### config.mk
export PLATFORM = sky130hd
export DESIGN_NAME = cf_card_end_flat
export DESIGN_NICKNAME = d
export VERILOG_FILES = /design/src/hw/cf_pkg.sv /design/src/hw/cf_bus_if.sv /design/src/hw/cf_card_end.sv /design/src/hw/cf_fifo.sv /design/src/flat_wrapper.sv
export VERILOG_INCLUDE_DIRS = /design/src /design/src/hw
export SDC_FILE = /design/constraint.sdc
export NUM_CORES = 1
export LEC_CHECK = 0
export BUFFER_PORTS_ARGS = -buffer_cell sky130_fd_sc_hd__buf_2
export CAP_MARGIN = 20
export CORE_MARGIN = 5
export CORE_UTILIZATION = 45
export DETAILED_ROUTE_END_ITERATION = 7
export PLACE_DENSITY = 0.66
export SKIP_CTS_REPAIR_TIMING = 1
export SLEW_MARGIN = 20
export SYNTH_ARGS = -nofsm -noshare
export SYNTH_HDL_FRONTEND = slang
export SYNTH_SLANG_ARGS = --single-unit
export TNS_END_PERCENT = 20
### constraint.sdc
create_clock -name clk -period 4.35 [get_ports clk]
set_input_delay 0.2175 -clock clk [delete_from_list [all_inputs] [get_ports clk]]
set_output_delay 0.2175 -clock clk [all_outputs]
set_load 0.01 [all_outputs]
### src/hw/cf_regs.svh
// Constants for the flash card host port: offsets, fields, reset values and timing.
`ifndef CF_REGS_SVH
`define CF_REGS_SVH
`define CF_CLK_NS        5
`define CF_STROBE_NS     30
`define CF_STROBE_CYC    ((`CF_STROBE_NS + `CF_CLK_NS - 1) / `CF_CLK_NS)
`define CF_ATTR_OPTION   10'h200
`define CF_ATTR_STATUS   10'h202
`define CF_CIS_FILL      8'hff
`define CF_OPT_RESET     8'h00
`define CF_STS_RESET     8'h00
`define CF_STS_SIGEN     4
`define CF_STS_CHANGED   5
`define CF_TF_DATA       3'h0
`define CF_TF_STATUS     3'h7
`define CF_TF_RDY_BIT    6
`define CF_TF_DRQ_BIT    3
`define CF_FIFO_WIDTH    16
`define CF_FIFO_DEPTH    8
`endif

### src/hw/cf_pkg.sv
// Types shared by both ends of the flash card host port.
`default_nettype none
package cf_pkg;
  typedef enum logic [1:0] {CF_MEM, CF_IO, CF_IDE} cf_mode_t;
  typedef enum logic [1:0] {CF_SP_ATTR, CF_SP_MEM, CF_SP_IO, CF_SP_IDE} cf_space_t;
  typedef enum logic [1:0] {CF_LANE_LO, CF_LANE_HI, CF_LANE_WORD} cf_lane_t;
endpackage
`default_nettype wire

### src/hw/cf_bus_if.sv
// Pin bundle between the host controller and the card, one modport per end.
`default_nettype none
interface cf_bus_if;
  logic [10:0] addr;
  logic [15:0] hData;
  logic        hDataOe;
  logic        ce1N;
  logic        ce2N;
  logic        ataSelN;
  logic        weN;
  logic        iordN;
  logic        iowrN;
  logic        regN;
  logic        cselN;
  logic        cardReset;
  logic [15:0] cData;
  logic        cDataOeLo;
  logic        cDataOeHi;
  logic        readyOut;
  logic        waitN;
  logic        inpackN;
  logic        wpOut;
  logic        bvd1Out;
  logic        bvd1Oe;
  logic        bvd2Out;
  logic        bvd2Oe;
  logic        bvd1In;
  logic        bvd2In;
  modport card (input addr, hData, hDataOe, ce1N, ce2N, ataSelN, weN, iordN, iowrN, regN, cselN, cardReset,
                bvd1In, bvd2In,
                output cData, cDataOeLo, cDataOeHi, readyOut, waitN, inpackN, wpOut, bvd1Out, bvd1Oe,
                bvd2Out, bvd2Oe);
  modport host (output addr, hData, hDataOe, ce1N, ce2N, ataSelN, weN, iordN, iowrN, regN, cselN, cardReset,
                input cData, cDataOeLo, cDataOeHi, readyOut, waitN, inpackN, wpOut, bvd1In, bvd2In);
endinterface
`default_nettype wire

### src/hw/cf_card_end.sv
// Card end of the flash card host port: personality, decode, lanes, status pins and data FIFO.
`include "cf_regs.svh"
`default_nettype none
module cf_card_end
  import cf_pkg::*;
(
  input  wire logic        clk,
  input  wire logic        srst,
  cf_bus_if.card           bus,
  output logic [15:0]      outWord,
  output logic             outValid,
  input  wire logic        outReady,
  input  wire logic [15:0] readWord,
  input  wire logic        wpLevel,
  input  wire logic        dmaEnable,
  input  wire logic        diagPass,
  input  wire logic        diskActive,
  output cf_mode_t         modeNow,
  output logic             peerDiag,
  output logic             peerActive
);
  cf_mode_t    mode_q;
  logic        armed_q;
  logic [7:0]  taskReg_q [8];
  logic [7:0]  option_q;
  logic [7:0]  cfgSts_q;
  logic        rdPrev_q;
  logic        wrPrev_q;
  logic        readyPrev_q;
  logic        wpPrev_q;
  logic [15:0] cData_q;
  logic        oeLo_q;
  logic        oeHi_q;
  logic        rdNow;
  logic        wrNow;
  logic        attrAcc;
  logic        laneLo;
  logic        laneHi;
  logic [2:0]  idx;
  logic        inReady;
  logic        push;
  logic [7:0]  tfRead;
  logic [7:0]  attrRead;
  logic [15:0] pushWord;

  // Access decode per personality; cable select never enters it in any personality.
  always_comb begin
    rdNow   = 1'b0;
    wrNow   = 1'b0;
    attrAcc = 1'b0;
    laneLo  = 1'b0;
    laneHi  = 1'b0;
    idx     = bus.addr[2:0];
    unique case (mode_q)
      CF_IDE: begin
        // High address lines are don't-care here; only three bits choose the register.
        idx    = bus.addr[2:0];
        rdNow  = (!bus.ce1N || (dmaEnable && !bus.regN)) && !bus.iordN;
        wrNow  = (!bus.ce1N || (dmaEnable && !bus.regN)) && !bus.iowrN;
        if (dmaEnable && !bus.regN) begin
          idx = `CF_TF_DATA;
        end
        laneLo = 1'b1;
        laneHi = (idx == `CF_TF_DATA);
      end
      default: begin
        // Enables and A0 pick even byte, odd byte or word.
        laneLo = !bus.ce1N;
        laneHi = !bus.ce2N;
        if (!bus.ce1N && bus.ce2N) begin
          idx = bus.addr[2:0];
        end else begin
          idx = {bus.addr[2:1], !bus.ce2N && bus.ce1N};
        end
        attrAcc = !bus.regN && (mode_q == CF_MEM || bus.iordN && bus.iowrN);
        if (mode_q == CF_IO && !bus.regN && !(bus.iordN && bus.iowrN)) begin
          rdNow = (laneLo || laneHi) && !bus.iordN;
          wrNow = (laneLo || laneHi) && !bus.iowrN;
        end else begin
          rdNow = (laneLo || laneHi) && !bus.ataSelN;
          wrNow = (laneLo || laneHi) && !bus.weN;
        end
      end
    endcase
  end

  // Attribute space: option and status registers, the rest reads as structure bytes.
  always_comb begin
    unique case (bus.addr[9:0])
      `CF_ATTR_OPTION: attrRead = option_q;
      `CF_ATTR_STATUS: attrRead = cfgSts_q;
      default:         attrRead = `CF_CIS_FILL;
    endcase
    if (idx == `CF_TF_STATUS) begin
      tfRead = {1'b0, 1'b1, 2'b00, inReady, 3'b000};
    end else begin
      tfRead = taskReg_q[idx];
    end
  end

  // Personality is caught once reset lets go, from the ATA select level.
  always_ff @(posedge clk) begin
    if (srst || bus.cardReset) begin
      armed_q <= 1'b1;
      mode_q  <= CF_MEM;
    end else begin
      armed_q <= 1'b0;
      if (armed_q) begin
        mode_q <= bus.ataSelN ? CF_MEM : CF_IDE;
      end else if (mode_q == CF_MEM && wrNow && !wrPrev_q && attrAcc && bus.addr[9:0] == `CF_ATTR_OPTION
                   && bus.hData[5:0] != 6'h00) begin
        mode_q <= CF_IO;
      end
    end
  end

  // Strobe history makes each host write act once, on its leading edge.
  always_ff @(posedge clk) begin
    if (srst) begin
      rdPrev_q <= 1'b0;
      wrPrev_q <= 1'b0;
    end else begin
      rdPrev_q <= rdNow;
      wrPrev_q <= wrNow;
    end
  end

  // Task file byte writes land on the low lane only in IDE.
  always_ff @(posedge clk) begin
    if (srst) begin
      for (int i = 0; i < 8; i++) begin
        taskReg_q[i] <= 8'h00;
      end
    end else if (wrNow && !wrPrev_q && !attrAcc && idx != `CF_TF_DATA) begin
      if (laneLo) begin
        taskReg_q[idx] <= bus.hData[7:0];
      end else begin
        taskReg_q[idx] <= bus.hData[15:8];
      end
    end
  end

  // Configuration registers; a changed flag raised in the clearing cycle survives.
  always_ff @(posedge clk) begin
    if (srst || bus.cardReset) begin
      option_q    <= `CF_OPT_RESET;
      cfgSts_q    <= `CF_STS_RESET;
      readyPrev_q <= 1'b1;
      wpPrev_q    <= 1'b0;
    end else begin
      readyPrev_q <= inReady;
      wpPrev_q    <= wpLevel;
      if (wrNow && !wrPrev_q && attrAcc) begin
        if (bus.addr[9:0] == `CF_ATTR_OPTION) begin
          option_q <= bus.hData[7:0];
        end
        if (bus.addr[9:0] == `CF_ATTR_STATUS) begin
          cfgSts_q[`CF_STS_SIGEN] <= bus.hData[`CF_STS_SIGEN];
          if (bus.hData[`CF_STS_CHANGED]) begin
            cfgSts_q[`CF_STS_CHANGED] <= 1'b0;
          end
        end
      end
      if (inReady != readyPrev_q || wpLevel != wpPrev_q) begin
        cfgSts_q[`CF_STS_CHANGED] <= 1'b1;
      end
    end
  end

  // Data register writes feed the FIFO; a byte write fills the low half only.
  assign pushWord = laneHi && laneLo ? bus.hData : (laneLo ? {8'h00, bus.hData[7:0]} : {8'h00, bus.hData[15:8]});
  assign push     = wrNow && !wrPrev_q && !attrAcc && idx == `CF_TF_DATA;

  cf_fifo #(
    .WIDTH (`CF_FIFO_WIDTH),
    .DEPTH (`CF_FIFO_DEPTH)
  ) u_fifo (
    .clk      (clk),
    .srst     (srst),
    .inData   (pushWord),
    .inValid  (push),
    .inReady  (inReady),
    .outData  (outWord),
    .outValid (outValid),
    .outReady (outReady)
  );

  // Read data is registered, so it trails the strobe by one cycle.
  // Upper lane drives only for word or odd accesses, or IDE data register reads, so eight-bit hosts need none of it.
  always_ff @(posedge clk) begin
    if (srst) begin
      cData_q <= 16'h0000;
      oeLo_q  <= 1'b0;
      oeHi_q  <= 1'b0;
    end else begin
      oeLo_q <= rdNow && laneLo;
      oeHi_q <= rdNow && laneHi;
      if (attrAcc) begin
        cData_q <= {8'h00, attrRead};
      end else if (idx == `CF_TF_DATA && laneLo) begin
        cData_q <= laneHi ? readWord : {8'h00, readWord[7:0]};
      end else if (laneLo) begin
        cData_q <= {8'h00, tfRead};
      end else begin
        cData_q <= {tfRead, 8'h00};
      end
    end
  end

  // Status pins per personality; in IDE the two pins are open-drain handshake lines.
  always_ff @(posedge clk) begin
    if (srst) begin
      bus.bvd1Out  <= 1'b1;
      bus.bvd1Oe   <= 1'b0;
      bus.bvd2Out  <= 1'b1;
      bus.bvd2Oe   <= 1'b0;
      bus.readyOut <= 1'b0;
      bus.waitN    <= 1'b1;
      bus.inpackN  <= 1'b1;
      bus.wpOut    <= 1'b0;
      peerDiag     <= 1'b0;
      peerActive   <= 1'b0;
      modeNow      <= CF_MEM;
    end else begin
      modeNow     <= mode_q;
      bus.waitN   <= inReady;
      bus.inpackN <= !(mode_q == CF_IO && rdNow && !bus.iordN);
      unique case (mode_q)
        CF_MEM: begin
          bus.bvd1Out  <= 1'b1;
          bus.bvd1Oe   <= 1'b1;
          bus.bvd2Out  <= 1'b1;
          bus.bvd2Oe   <= 1'b1;
          bus.readyOut <= inReady;
          bus.wpOut    <= wpLevel;
        end
        CF_IO: begin
          bus.bvd1Out  <= !(cfgSts_q[`CF_STS_SIGEN] && cfgSts_q[`CF_STS_CHANGED]);
          bus.bvd1Oe   <= 1'b1;
          bus.bvd2Out  <= 1'b1;
          bus.bvd2Oe   <= 1'b1;
          bus.readyOut <= 1'b1;
          bus.wpOut    <= 1'b0;
        end
        default: begin
          bus.bvd1Out  <= 1'b0;
          bus.bvd1Oe   <= diagPass;
          bus.bvd2Out  <= 1'b0;
          bus.bvd2Oe   <= diskActive;
          bus.readyOut <= 1'b0;
          bus.wpOut    <= 1'b1;
        end
      endcase
      peerDiag   <= (mode_q == CF_IDE) && !bus.bvd1In;
      peerActive <= (mode_q == CF_IDE) && !bus.bvd2In;
    end
  end

  assign bus.cData     = cData_q;
  assign bus.cDataOeLo = oeLo_q;
  assign bus.cDataOeHi = oeHi_q;
endmodule
`default_nettype wire

### src/hw/cf_fifo.sv
// Synchronous FIFO with valid and ready on both sides.
`default_nettype none
module cf_fifo #(
  parameter int WIDTH = 16,
  parameter int DEPTH = 8
) (
  input  wire logic             clk,
  input  wire logic             srst,
  input  wire logic [WIDTH-1:0] inData,
  input  wire logic             inValid,
  output logic                  inReady,
  output logic      [WIDTH-1:0] outData,
  output logic                  outValid,
  input  wire logic             outReady
);
  localparam int AW = $clog2(DEPTH);
  logic [WIDTH-1:0] mem [DEPTH];
  logic [AW-1:0]    wrPtr_q;
  logic [AW-1:0]    rdPtr_q;
  logic [AW:0]      count_q;
  logic             push;
  logic             pop;

  // Full and empty come straight from the occupancy count.
  assign inReady  = (count_q != (AW+1)'(DEPTH));
  assign outValid = (count_q != '0);
  assign outData  = mem[rdPtr_q];
  assign push     = inValid && inReady;
  assign pop      = outValid && outReady;

  // Storage is written only on an accepted push.
  always_ff @(posedge clk) begin
    if (push) begin
      mem[wrPtr_q] <= inData;
    end
  end

  // Pointers wrap at the depth, which need not be a power of two.
  always_ff @(posedge clk) begin
    if (srst) begin
      wrPtr_q <= '0;
      rdPtr_q <= '0;
      count_q <= '0;
    end else begin
      if (push) begin
        wrPtr_q <= (wrPtr_q == AW'(DEPTH-1)) ? '0 : wrPtr_q + 1'b1;
      end
      if (pop) begin
        rdPtr_q <= (rdPtr_q == AW'(DEPTH-1)) ? '0 : rdPtr_q + 1'b1;
      end
      count_q <= count_q + (AW+1)'(push) - (AW+1)'(pop);
    end
  end
endmodule
`default_nettype wire

### src/flat_wrapper.sv
// flat-port wrapper written by rule: the top's interface ports become plain ports
module cf_card_end_flat import cf_pkg::*;
  (clk, srst, outWord, outValid, outReady, readWord, wpLevel, dmaEnable, diagPass, diskActive, modeNow, peerDiag, peerActive, bus_addr, bus_hData, bus_hDataOe, bus_ce1N, bus_ce2N, bus_ataSelN, bus_weN, bus_iordN, bus_iowrN, bus_regN, bus_cselN, bus_cardReset, bus_bvd1In, bus_bvd2In, bus_cData, bus_cDataOeLo, bus_cDataOeHi, bus_readyOut, bus_waitN, bus_inpackN, bus_wpOut, bus_bvd1Out, bus_bvd1Oe, bus_bvd2Out, bus_bvd2Oe);
  cf_bus_if bus_i ();
  input  wire logic clk;
  input  wire logic srst;
  output logic [15:0] outWord;
  output logic outValid;
  input  wire logic outReady;
  input  wire logic [15:0] readWord;
  input  wire logic wpLevel;
  input  wire logic dmaEnable;
  input  wire logic diagPass;
  input  wire logic diskActive;
  output cf_mode_t modeNow;
  output logic peerDiag;
  output logic peerActive;
  input wire logic [$bits(bus_i.addr)-1:0] bus_addr;
  input wire logic [$bits(bus_i.hData)-1:0] bus_hData;
  input wire logic [$bits(bus_i.hDataOe)-1:0] bus_hDataOe;
  input wire logic [$bits(bus_i.ce1N)-1:0] bus_ce1N;
  input wire logic [$bits(bus_i.ce2N)-1:0] bus_ce2N;
  input wire logic [$bits(bus_i.ataSelN)-1:0] bus_ataSelN;
  input wire logic [$bits(bus_i.weN)-1:0] bus_weN;
  input wire logic [$bits(bus_i.iordN)-1:0] bus_iordN;
  input wire logic [$bits(bus_i.iowrN)-1:0] bus_iowrN;
  input wire logic [$bits(bus_i.regN)-1:0] bus_regN;
  input wire logic [$bits(bus_i.cselN)-1:0] bus_cselN;
  input wire logic [$bits(bus_i.cardReset)-1:0] bus_cardReset;
  input wire logic [$bits(bus_i.bvd1In)-1:0] bus_bvd1In;
  input wire logic [$bits(bus_i.bvd2In)-1:0] bus_bvd2In;
  output wire logic [$bits(bus_i.cData)-1:0] bus_cData;
  output wire logic [$bits(bus_i.cDataOeLo)-1:0] bus_cDataOeLo;
  output wire logic [$bits(bus_i.cDataOeHi)-1:0] bus_cDataOeHi;
  output wire logic [$bits(bus_i.readyOut)-1:0] bus_readyOut;
  output wire logic [$bits(bus_i.waitN)-1:0] bus_waitN;
  output wire logic [$bits(bus_i.inpackN)-1:0] bus_inpackN;
  output wire logic [$bits(bus_i.wpOut)-1:0] bus_wpOut;
  output wire logic [$bits(bus_i.bvd1Out)-1:0] bus_bvd1Out;
  output wire logic [$bits(bus_i.bvd1Oe)-1:0] bus_bvd1Oe;
  output wire logic [$bits(bus_i.bvd2Out)-1:0] bus_bvd2Out;
  output wire logic [$bits(bus_i.bvd2Oe)-1:0] bus_bvd2Oe;
  assign bus_i.addr = bus_addr;
  assign bus_i.hData = bus_hData;
  assign bus_i.hDataOe = bus_hDataOe;
  assign bus_i.ce1N = bus_ce1N;
  assign bus_i.ce2N = bus_ce2N;
  assign bus_i.ataSelN = bus_ataSelN;
  assign bus_i.weN = bus_weN;
  assign bus_i.iordN = bus_iordN;
  assign bus_i.iowrN = bus_iowrN;
  assign bus_i.regN = bus_regN;
  assign bus_i.cselN = bus_cselN;
  assign bus_i.cardReset = bus_cardReset;
  assign bus_i.bvd1In = bus_bvd1In;
  assign bus_i.bvd2In = bus_bvd2In;
  assign bus_cData = bus_i.cData;
  assign bus_cDataOeLo = bus_i.cDataOeLo;
  assign bus_cDataOeHi = bus_i.cDataOeHi;
  assign bus_readyOut = bus_i.readyOut;
  assign bus_waitN = bus_i.waitN;
  assign bus_inpackN = bus_i.inpackN;
  assign bus_wpOut = bus_i.wpOut;
  assign bus_bvd1Out = bus_i.bvd1Out;
  assign bus_bvd1Oe = bus_i.bvd1Oe;
  assign bus_bvd2Out = bus_i.bvd2Out;
  assign bus_bvd2Oe = bus_i.bvd2Oe;
  cf_card_end u_core (.clk(clk), .srst(srst), .bus(bus_i), .outWord(outWord), .outValid(outValid), .outReady(outReady), .readWord(readWord), .wpLevel(wpLevel), .dmaEnable(dmaEnable), .diagPass(diagPass), .diskActive(diskActive), .modeNow(modeNow), .peerDiag(peerDiag), .peerActive(peerActive));
endmodule
* Yosys cells after proc, flatten, opt, wreduce, memory -nomap -nowiden
Memory sizes are Yosys's and may differ from the RTL's. A register that Yosys moved wholly into a read port is not among the register bits.
Index checks and enable logic that the tools add are counted.
** Operators by class
- Add/sub/neg operators :: 4
- $mul :: 0
- Div/mod/pow operators :: 0
- $lt $le $gt $ge :: 0
- Equality and inequality tests :: 10
- Shift-type cells :: 0
- Muxes and demuxes :: 53
- Bitwise gates (word level) :: 1
- Reductions and logical operators :: 69
** Operators with widths (count)
- $mux W16 :: 4
- $mux W8 :: 5
- $logic_and A1 B1 Y1 :: 34
- $mux W1 :: 27
- $mux W3 :: 8
- $eq A10 B10 Y1 const B :: 2
- $pmux W8 S2 :: 1
- $logic_not A1 Y1 :: 14
- $mux W2 :: 5
- $eq A3 B3 Y1 const B :: 3
- $reduce_bool A2 Y1 :: 4
- $reduce_or A8 Y1 :: 1
- $add A3 B1 Y3 const B :: 2
- $logic_not A3 Y1 :: 2
- $pmux W1 S2 :: 3
- $reduce_bool A6 Y1 :: 1
- $logic_or A1 B1 Y1 :: 5
- $add A4 B1 Y4 :: 1
- $ne A4 B4 Y1 const B :: 1
- $reduce_and A2 Y1 :: 2
- $reduce_bool A4 Y1 :: 1
- $reduce_or A2 Y1 :: 2
- $sub A4 B1 Y4 :: 1
- $reduce_and A3 Y1 :: 1
- other kinds (6) :: 7
** Storage, ports and cells
- Register bits :: 56
- Bits in latches :: 0
- Memory bits (writable) :: 192
- ROM bits :: 0
- Input port bits :: 62
- Logic and storage cells :: 165
- Memories :: 2
** Memories
- u_core.u_fifo.mem :: words 8, width 16, read ports 1, clocked after memory_dff 1, wr ports 1, RTL line cf_fifo.sv:17 : logic [WIDTH-1:0] mem [DEPTH];
- u_core.taskReg_q :: words 8, width 8, read ports 1, clocked after memory_dff 0, wr ports 8, RTL line cf_card_end.sv:24 : logic [7:0] taskReg_q [8];

* Depth between registers and ports, before layout
- Depth in word-level cells :: 14
- Depth in mapped cells :: 14

* Hierarchy
From an unflattened synthesis, not the netlist that was laid out.
** Unflattened totals
- Cells, all modules :: 753
- Area total of the unflattened synthesis :: 10422.5 um2
** By module, submodules not included
- cf_fifo :: instances 1, cells each 265, area an instance 5622.9 um2
- cf_card_end :: instances 1, cells each 488, area an instance 4799.6 um2

* Worst setup path after synthesis
OpenSTA, ideal clock, no wires.
- Kind :: register -> register
- From :: reg u_core.mode_q[0]
- To :: mem u_core.u_fifo.mem[1][0], enable pin
- Data arrival time :: 3.684 ns
- Data required time :: 3.914 ns
- Setup slack :: 0.230 ns
- Cell stages (with the launch flop) :: 8
- Path buffers :: 1
- Period minus slack after synthesis :: 4.120 ns
- Cell sequence :: dfxtp_1 > buf_2 > or3b_1 > nor3_1 > o31ai_4 > nor4b_4 > inv_2 > nor4b_1
** On the way
- Cells in the longest elaborated chain, start to end :: 11
- Elaborated cells between the ends (all ways) :: 19
** RTL lines
- start: declaration :: RTL line cf_card_end.sv:22 : cf_mode_t mode_q;
- start signal: assignment :: RTL line cf_card_end.sv:109 : mode_q <= bus.ataSelN ? CF_MEM : CF_IDE;
- $eq A2 B1 Y1 :: RTL line cf_card_end.sv:76 : if (mode_q == CF_IO && !bus.regN && !(bus.iordN && bus.iowrN)) begin
- $logic_and A1 B1 Y1 (2 in series) :: RTL line cf_card_end.sv:76
- $mux W1 :: RTL line cf_card_end.sv:76
- $mux W1 :: RTL line cf_card_end.sv:54 : unique case (mode_q)
- $logic_and A1 B1 Y1 (2 in series) :: RTL line cf_card_end.sv:172 : assign push = wrNow && !wrPrev_q && !attrAcc && idx == `CF_TF_DATA;
- $logic_and A1 B1 Y1 (no source line) (*)
- $logic_and A1 B1 Y1 (*) :: RTL line cf_fifo.sv:28 : assign push = inValid && inReady;
- $mux W1 (*) :: RTL line cf_fifo.sv:33 : if (push) begin
- $mux W1 (implied by the code) (*) :: RTL line cf_fifo.sv:34 : mem[wrPtr_q] <= inData;
- end: declaration :: RTL line cf_fifo.sv:17
Every way passes the cells marked *; elsewhere a longest branch is shown, timed or not.

* Worst setup path after layout
- From :: reg u_core.mode_q[1]
- To :: reg u_core.u_fifo.count_q[2]
** On the way
- Cells in the longest elaborated chain, start to end :: 11
- Elaborated cells between the ends (all ways) :: 19
** RTL lines
- $eq A2 B1 Y1 :: RTL line cf_card_end.sv:76
- $logic_and A1 B1 Y1 (2 in series) :: RTL line cf_card_end.sv:76
- $mux W1 :: RTL line cf_card_end.sv:76
- $mux W1 :: RTL line cf_card_end.sv:54
- $logic_and A1 B1 Y1 (2 in series) :: RTL line cf_card_end.sv:172
- $logic_and A1 B1 Y1 (no source line) (*)
- $logic_and A1 B1 Y1 (*) :: RTL line cf_fifo.sv:28
- $add A4 B1 Y4 (*) :: RTL line cf_fifo.sv:51 : count_q <= count_q + (AW+1)'(push) - (AW+1)'(pop);
- $sub A4 B1 Y4 (*) :: RTL line cf_fifo.sv:51
- end signal: assignment :: RTL line cf_fifo.sv:51
- end: declaration :: RTL line cf_fifo.sv:20 : logic [AW:0] count_q;
Marked as above.
A chain may end at the register's enable or synchronous reset.

==> flow_results.org <==
** CTS
- Clock tree from TritonCTS :: yes
- Clock-pin slew was measured on the worst setup and hold paths at 60 ps.
- The later pin in the worst-skew pair is clocked with a latency of 520 ps.
- CTS saw 243 sinks.
- Number of buffers created by CTS :: 26
- CTS built an H-tree with a depth of 1.
- Cell chosen for the clock root :: sky130_fd_sc_hd__clkbuf_16
- The longest clock path from root to sink contains 3 buffers.

** Critical path
- In this design, the stage delay of the slowest critical-path cell is 590 ps.
- On the critical path, the stage with the largest delay is an instance of sky130_fd_sc_hd__dfxtp_1.
- Worst-path cell chain :: nand2b_1, a211oi_1, o31ai_4, nor4b_4, inv_2, ha_1, inv_1, ha_1, fa_1, xnor2_1, nor2_1
- STA classifies the critical path endpoint as a flip-flop.
- The setup path with the least slack is of type reg -> reg.
- Data arrival time of the critical path :: 4010 ps
- Required @ worst endpoint :: 4740 ps
- In this run the worst path has a maximum fanout of 15.
- Crit path top cell by count :: sky130_fd_sc_hd__ha_1
- STA classifies the critical path startpoint as a flip-flop.

** Global routing
- Largest net degree at the start of global routing :: 43
- Initial antenna violation count :: 0
- Summed over all layers, the global routing overflow is 0.
- The number of global-route vias before repair is 6645.
- First-pass GRT wire length :: 38500 um
- Global Route Usage Sum :: 19.0%

** STA
- Period Utilization, post-route :: 83.2%
- Minimum clock period :: 3620 ps
- Setup repair after global routing left no endpoint under its margin.
- Fmax :: 276 MHz
- Fin Hold WS :: -10.8 ps
- Clock skew on the completed layout was measured at 12.5 ps.
- The number of max-slew violations in the final report is 0.
- Fin Setup TNS :: 0 ps
- Final Hold Fails :: 1
- Remaining max-slew budget at the tightest pin :: 34.1%
- Slew @ Worst Pin :: 983 ps
- Setup Viol. Count Final :: 0

** Layout
- In the final design database the tool counted 954 nets.
- In the final layout, the share of cells above drive strength 1 is 25.9%.
- Filler cells :: 1885
- Summing all non-filler instances in the final layout gives an area of 0.0122 mm2.
- Relative to the synthesized area, the layout overhead comes to 18.5%.
- The number of antenna diodes in the final layout is 0.

** Synth
- Number of warnings printed during yosys synthesis :: 0
- Netlist Area Pre-Place :: 0.0103 mm2
- Of the synthesized area, sequential elements account for 65.1%.
- Post-Syn Instances :: 750
- Ys flop type :: sky130_fd_sc_hd__edfxtp_1
- Counting flops with a built-in enable in the synthesized netlist gives 184.
- Post-synth ARST share :: 0%
- After synthesis, the largest family of logic cells by area is multiplexers.
- The synthesized netlist devotes 0.340% of its cell area to XOR and XNOR gates.
- The synthesized netlist devotes 7.77% of its cell area to compound gates.
- Of the total synthesized cell area, the portion taken by AND, OR, NAND and NOR gates is 11.2%.
- Flip-flop and latch count after synthesis :: 243
- Averaged over all synthesized cells, the footprint is 13.7 um2.
- Post-Synth Adder-Cell Area :: 1.41%
- The netlist uses 63 different library cells.
- Fraction of synthesized area in multiplexers :: 11.3%

** Outcome
- The checks that failed: hold timing.
- The run finished, with violations left.

** Placed design
- After detailed placement, the total cell area comes to 0.0113 mm2.
- The count of buffers added on input and output ports is 105.
- After legalization and detailed placement, the total HPWL measured 16900 um.
- At the end of routability-driven placement, the weighted congestion stood at 0.846.

** Detailed routing
- Number of remaining DRC errors :: 0
- Overall via count from detail_route :: 6698
- The highest layer touched by signal routing is met4.
- After detailed routing, the met2 layer carries 12400 um of wire.
- Met1 routed wirelength after detailed routing :: 10300 um
- Number of nets with antenna violations after detailed routing :: 0
- Dividing the detail-routed wire length by the instance count gives 20.8 um.
- WL met3 :: 1490 um
- Vias per std cell :: 5.65
- The first detailed-routing pass took 6 iterations.
- DRT Wirelength :: 24700 um
- For this block, the initial DRC count from the detailed router was 584.

** Power
- Power density over the cells :: 454 mW/mm2
- Leakage power :: 4.41 nW
- Maximum resistive drop on vdd :: 0.225 mV

** Floorplan
- From bottom edge to top edge, the die measures 161 um.
- Total number of placement rows :: 55
- The region available for standard cell placement spans 0.0226 mm2.
- From left edge to right edge, the die measures 161 um.
- Top-level I/O count :: 109
- DIE AREA :: 0.0260 mm2
- For this configuration, the core starts out at a cell density of 45.7%.

** Hold path
- The path class of the tightest hold or removal check is in -> reg.

** Run
- Across the run, the number of max-cap violations was 0.
-- area by class of cell --
| type | instances | area [um2] | area share, % |
|---|---|---|---|
| Inverter | 29 | 109 | 0.891 |
| Timing Repair Buffer | 142 | 866 | 7.09 |
| Multi-Input combinational cell | 439 | 3370 | 27.6 |
| Tap cell | 285 | 357 | 2.92 |
| Clock inverter | 11 | 81.3 | 0.666 |
| Sequential cell | 243 | 6710 | 54.9 |
| Clock buffer | 37 | 723 | 5.92 |
-- where the power goes --
part	leakage, nW	internal [mW]	switching [mW]
clock network	0.381	1.21	0.850
logic	1.82	0.390	0.411
registers	2.21	2.58	0.0915
total	4.41	4.19	1.35
-- critical path: cells and delay by family, from the launching register on --
family                   cells  cell delay, ps
adder cells (fa/ha/maj)      3             920
XOR/XNOR                     1             180
flip-flops                   1             590
AO/OA/AOI/OAI                2             680
buffers and inverters        2             190
AND/OR/NAND/NOR              3             950
-- synthesized netlist by cell type, types with 14 or more instances --
master	instances	area share, %
sky130_fd_sc_hd__mux2_2	17	1.9
sky130_fd_sc_hd__a21oi_1	19	0.92
sky130_fd_sc_hd__nor3_1	40	1.9
sky130_fd_sc_hd__inv_1	28	1.0
sky130_fd_sc_hd__nand2_1	52	1.9
sky130_fd_sc_hd__mux4_2	32	7.0
sky130_fd_sc_hd__clkbuf_1	32	1.2
sky130_fd_sc_hd__nand2b_1	14	0.85
sky130_fd_sc_hd__nor2_1	73	2.7
sky130_fd_sc_hd__edfxtp_1	184	54
sky130_fd_sc_hd__mux2i_1	25	2.4
sky130_fd_sc_hd__dfxtp_1	59	11
-- cells by family (layout without fill, tap and decap cells) --
logic type / after synthesis / in the layout
xor+xnor: 4 / 4
simple gates: 229 / 229
flops: 243 / 243
buf+inv: 75 / 219
other cells: 1 / 8
compound gates: 113 / 113
mux: 74 / 74
fa+ha+maj: 11 / 11
-- stage by stage --
step | util (%) | power (mW) | setup WS [ps] | std cells
global placement | 49.9 | 3.51 | 792 | 1123
global route | 54.1 | 5.80 | 421 | 1186
CTS | 53.4 | 5.58 | 712 | 1171
finish | 54.1 | 5.54 | 732 | 1186
detailed placement | 49.9 | 3.52 | 710 | 1123
floorplan | - | 3.26 | 230 | 757
-- layout by cell type (no fill, tap or decap), types with 8 or more instances in the layout --
| cell type | synthesis | final |
|---|---|---|
| sky130_fd_sc_hd__edfxtp_1 | 184 | 184 |
| sky130_fd_sc_hd__buf_2 | 5 | 105 |
| sky130_fd_sc_hd__nor2_1 | 73 | 73 |
| sky130_fd_sc_hd__dfxtp_1 | 59 | 57 |
| sky130_fd_sc_hd__nand2_1 | 52 | 52 |
| sky130_fd_sc_hd__nor3_1 | 40 | 38 |
| sky130_fd_sc_hd__mux4_2 | 32 | 32 |
| sky130_fd_sc_hd__inv_1 | 28 | 28 |
| sky130_fd_sc_hd__clkbuf_16 | 0 | 27 |
| sky130_fd_sc_hd__mux2i_1 | 25 | 25 |
| sky130_fd_sc_hd__buf_4 | 1 | 20 |
| sky130_fd_sc_hd__a21oi_1 | 19 | 19 |
| sky130_fd_sc_hd__mux2_2 | 17 | 17 |
| sky130_fd_sc_hd__dlygate4sd3_1 | 0 | 15 |
| sky130_fd_sc_hd__nand2b_1 | 14 | 14 |
| sky130_fd_sc_hd__o21ai_0 | 13 | 13 |
| sky130_fd_sc_hd__a31oi_1 | 13 | 13 |
| sky130_fd_sc_hd__and2_1 | 12 | 12 |
| sky130_fd_sc_hd__ha_1 | 10 | 10 |
| sky130_fd_sc_hd__clkbuf_1 | 32 | 9 |
| sky130_fd_sc_hd__nand3_1 | 8 | 8 |
| sky130_fd_sc_hd__conb_1 | 1 | 8 |
-- flip-flops by register name, summed over array words and instances (netlist names), 2 cells and up, named ones only --
name,cells
u_core.u_fifo.rdPtr_q,3
u_core.modeNow,2
u_core.u_fifo.wrPtr_q,3
u_core.bus.cData,16
u_core.u_fifo.count_q,4
u_core.cfgSts_q,2
u_core.u_fifo.mem,128
u_core.mode_q,2
u_core.taskReg_q,56
u_core.option_q,8
-- path summary, 6_finish.rpt --
check | from | end | depth (start not counted) | slack (ps)
worst max-delay path | u_core.mode_q[1] | u_core.u_fifo.count_q[2] | 11 | 730
worst min-delay path | bus_hData[7] | u_core.option_q[7] | 3 | -10
worst max register to register | u_core.mode_q[1] | u_core.u_fifo.count_q[2] | 11 | 730
worst min register to register | u_core.armed_q | u_core.mode_q[0] | 1 | 450
-- layer usage --
metal	vias to the layer above	global-route usage, %
met3	40	2.81
li1	3089	-
met2	232	32.4
met4	0	4.77
met1	3337	25.8
met5	-	0
(Power assumes the default switching activity.)
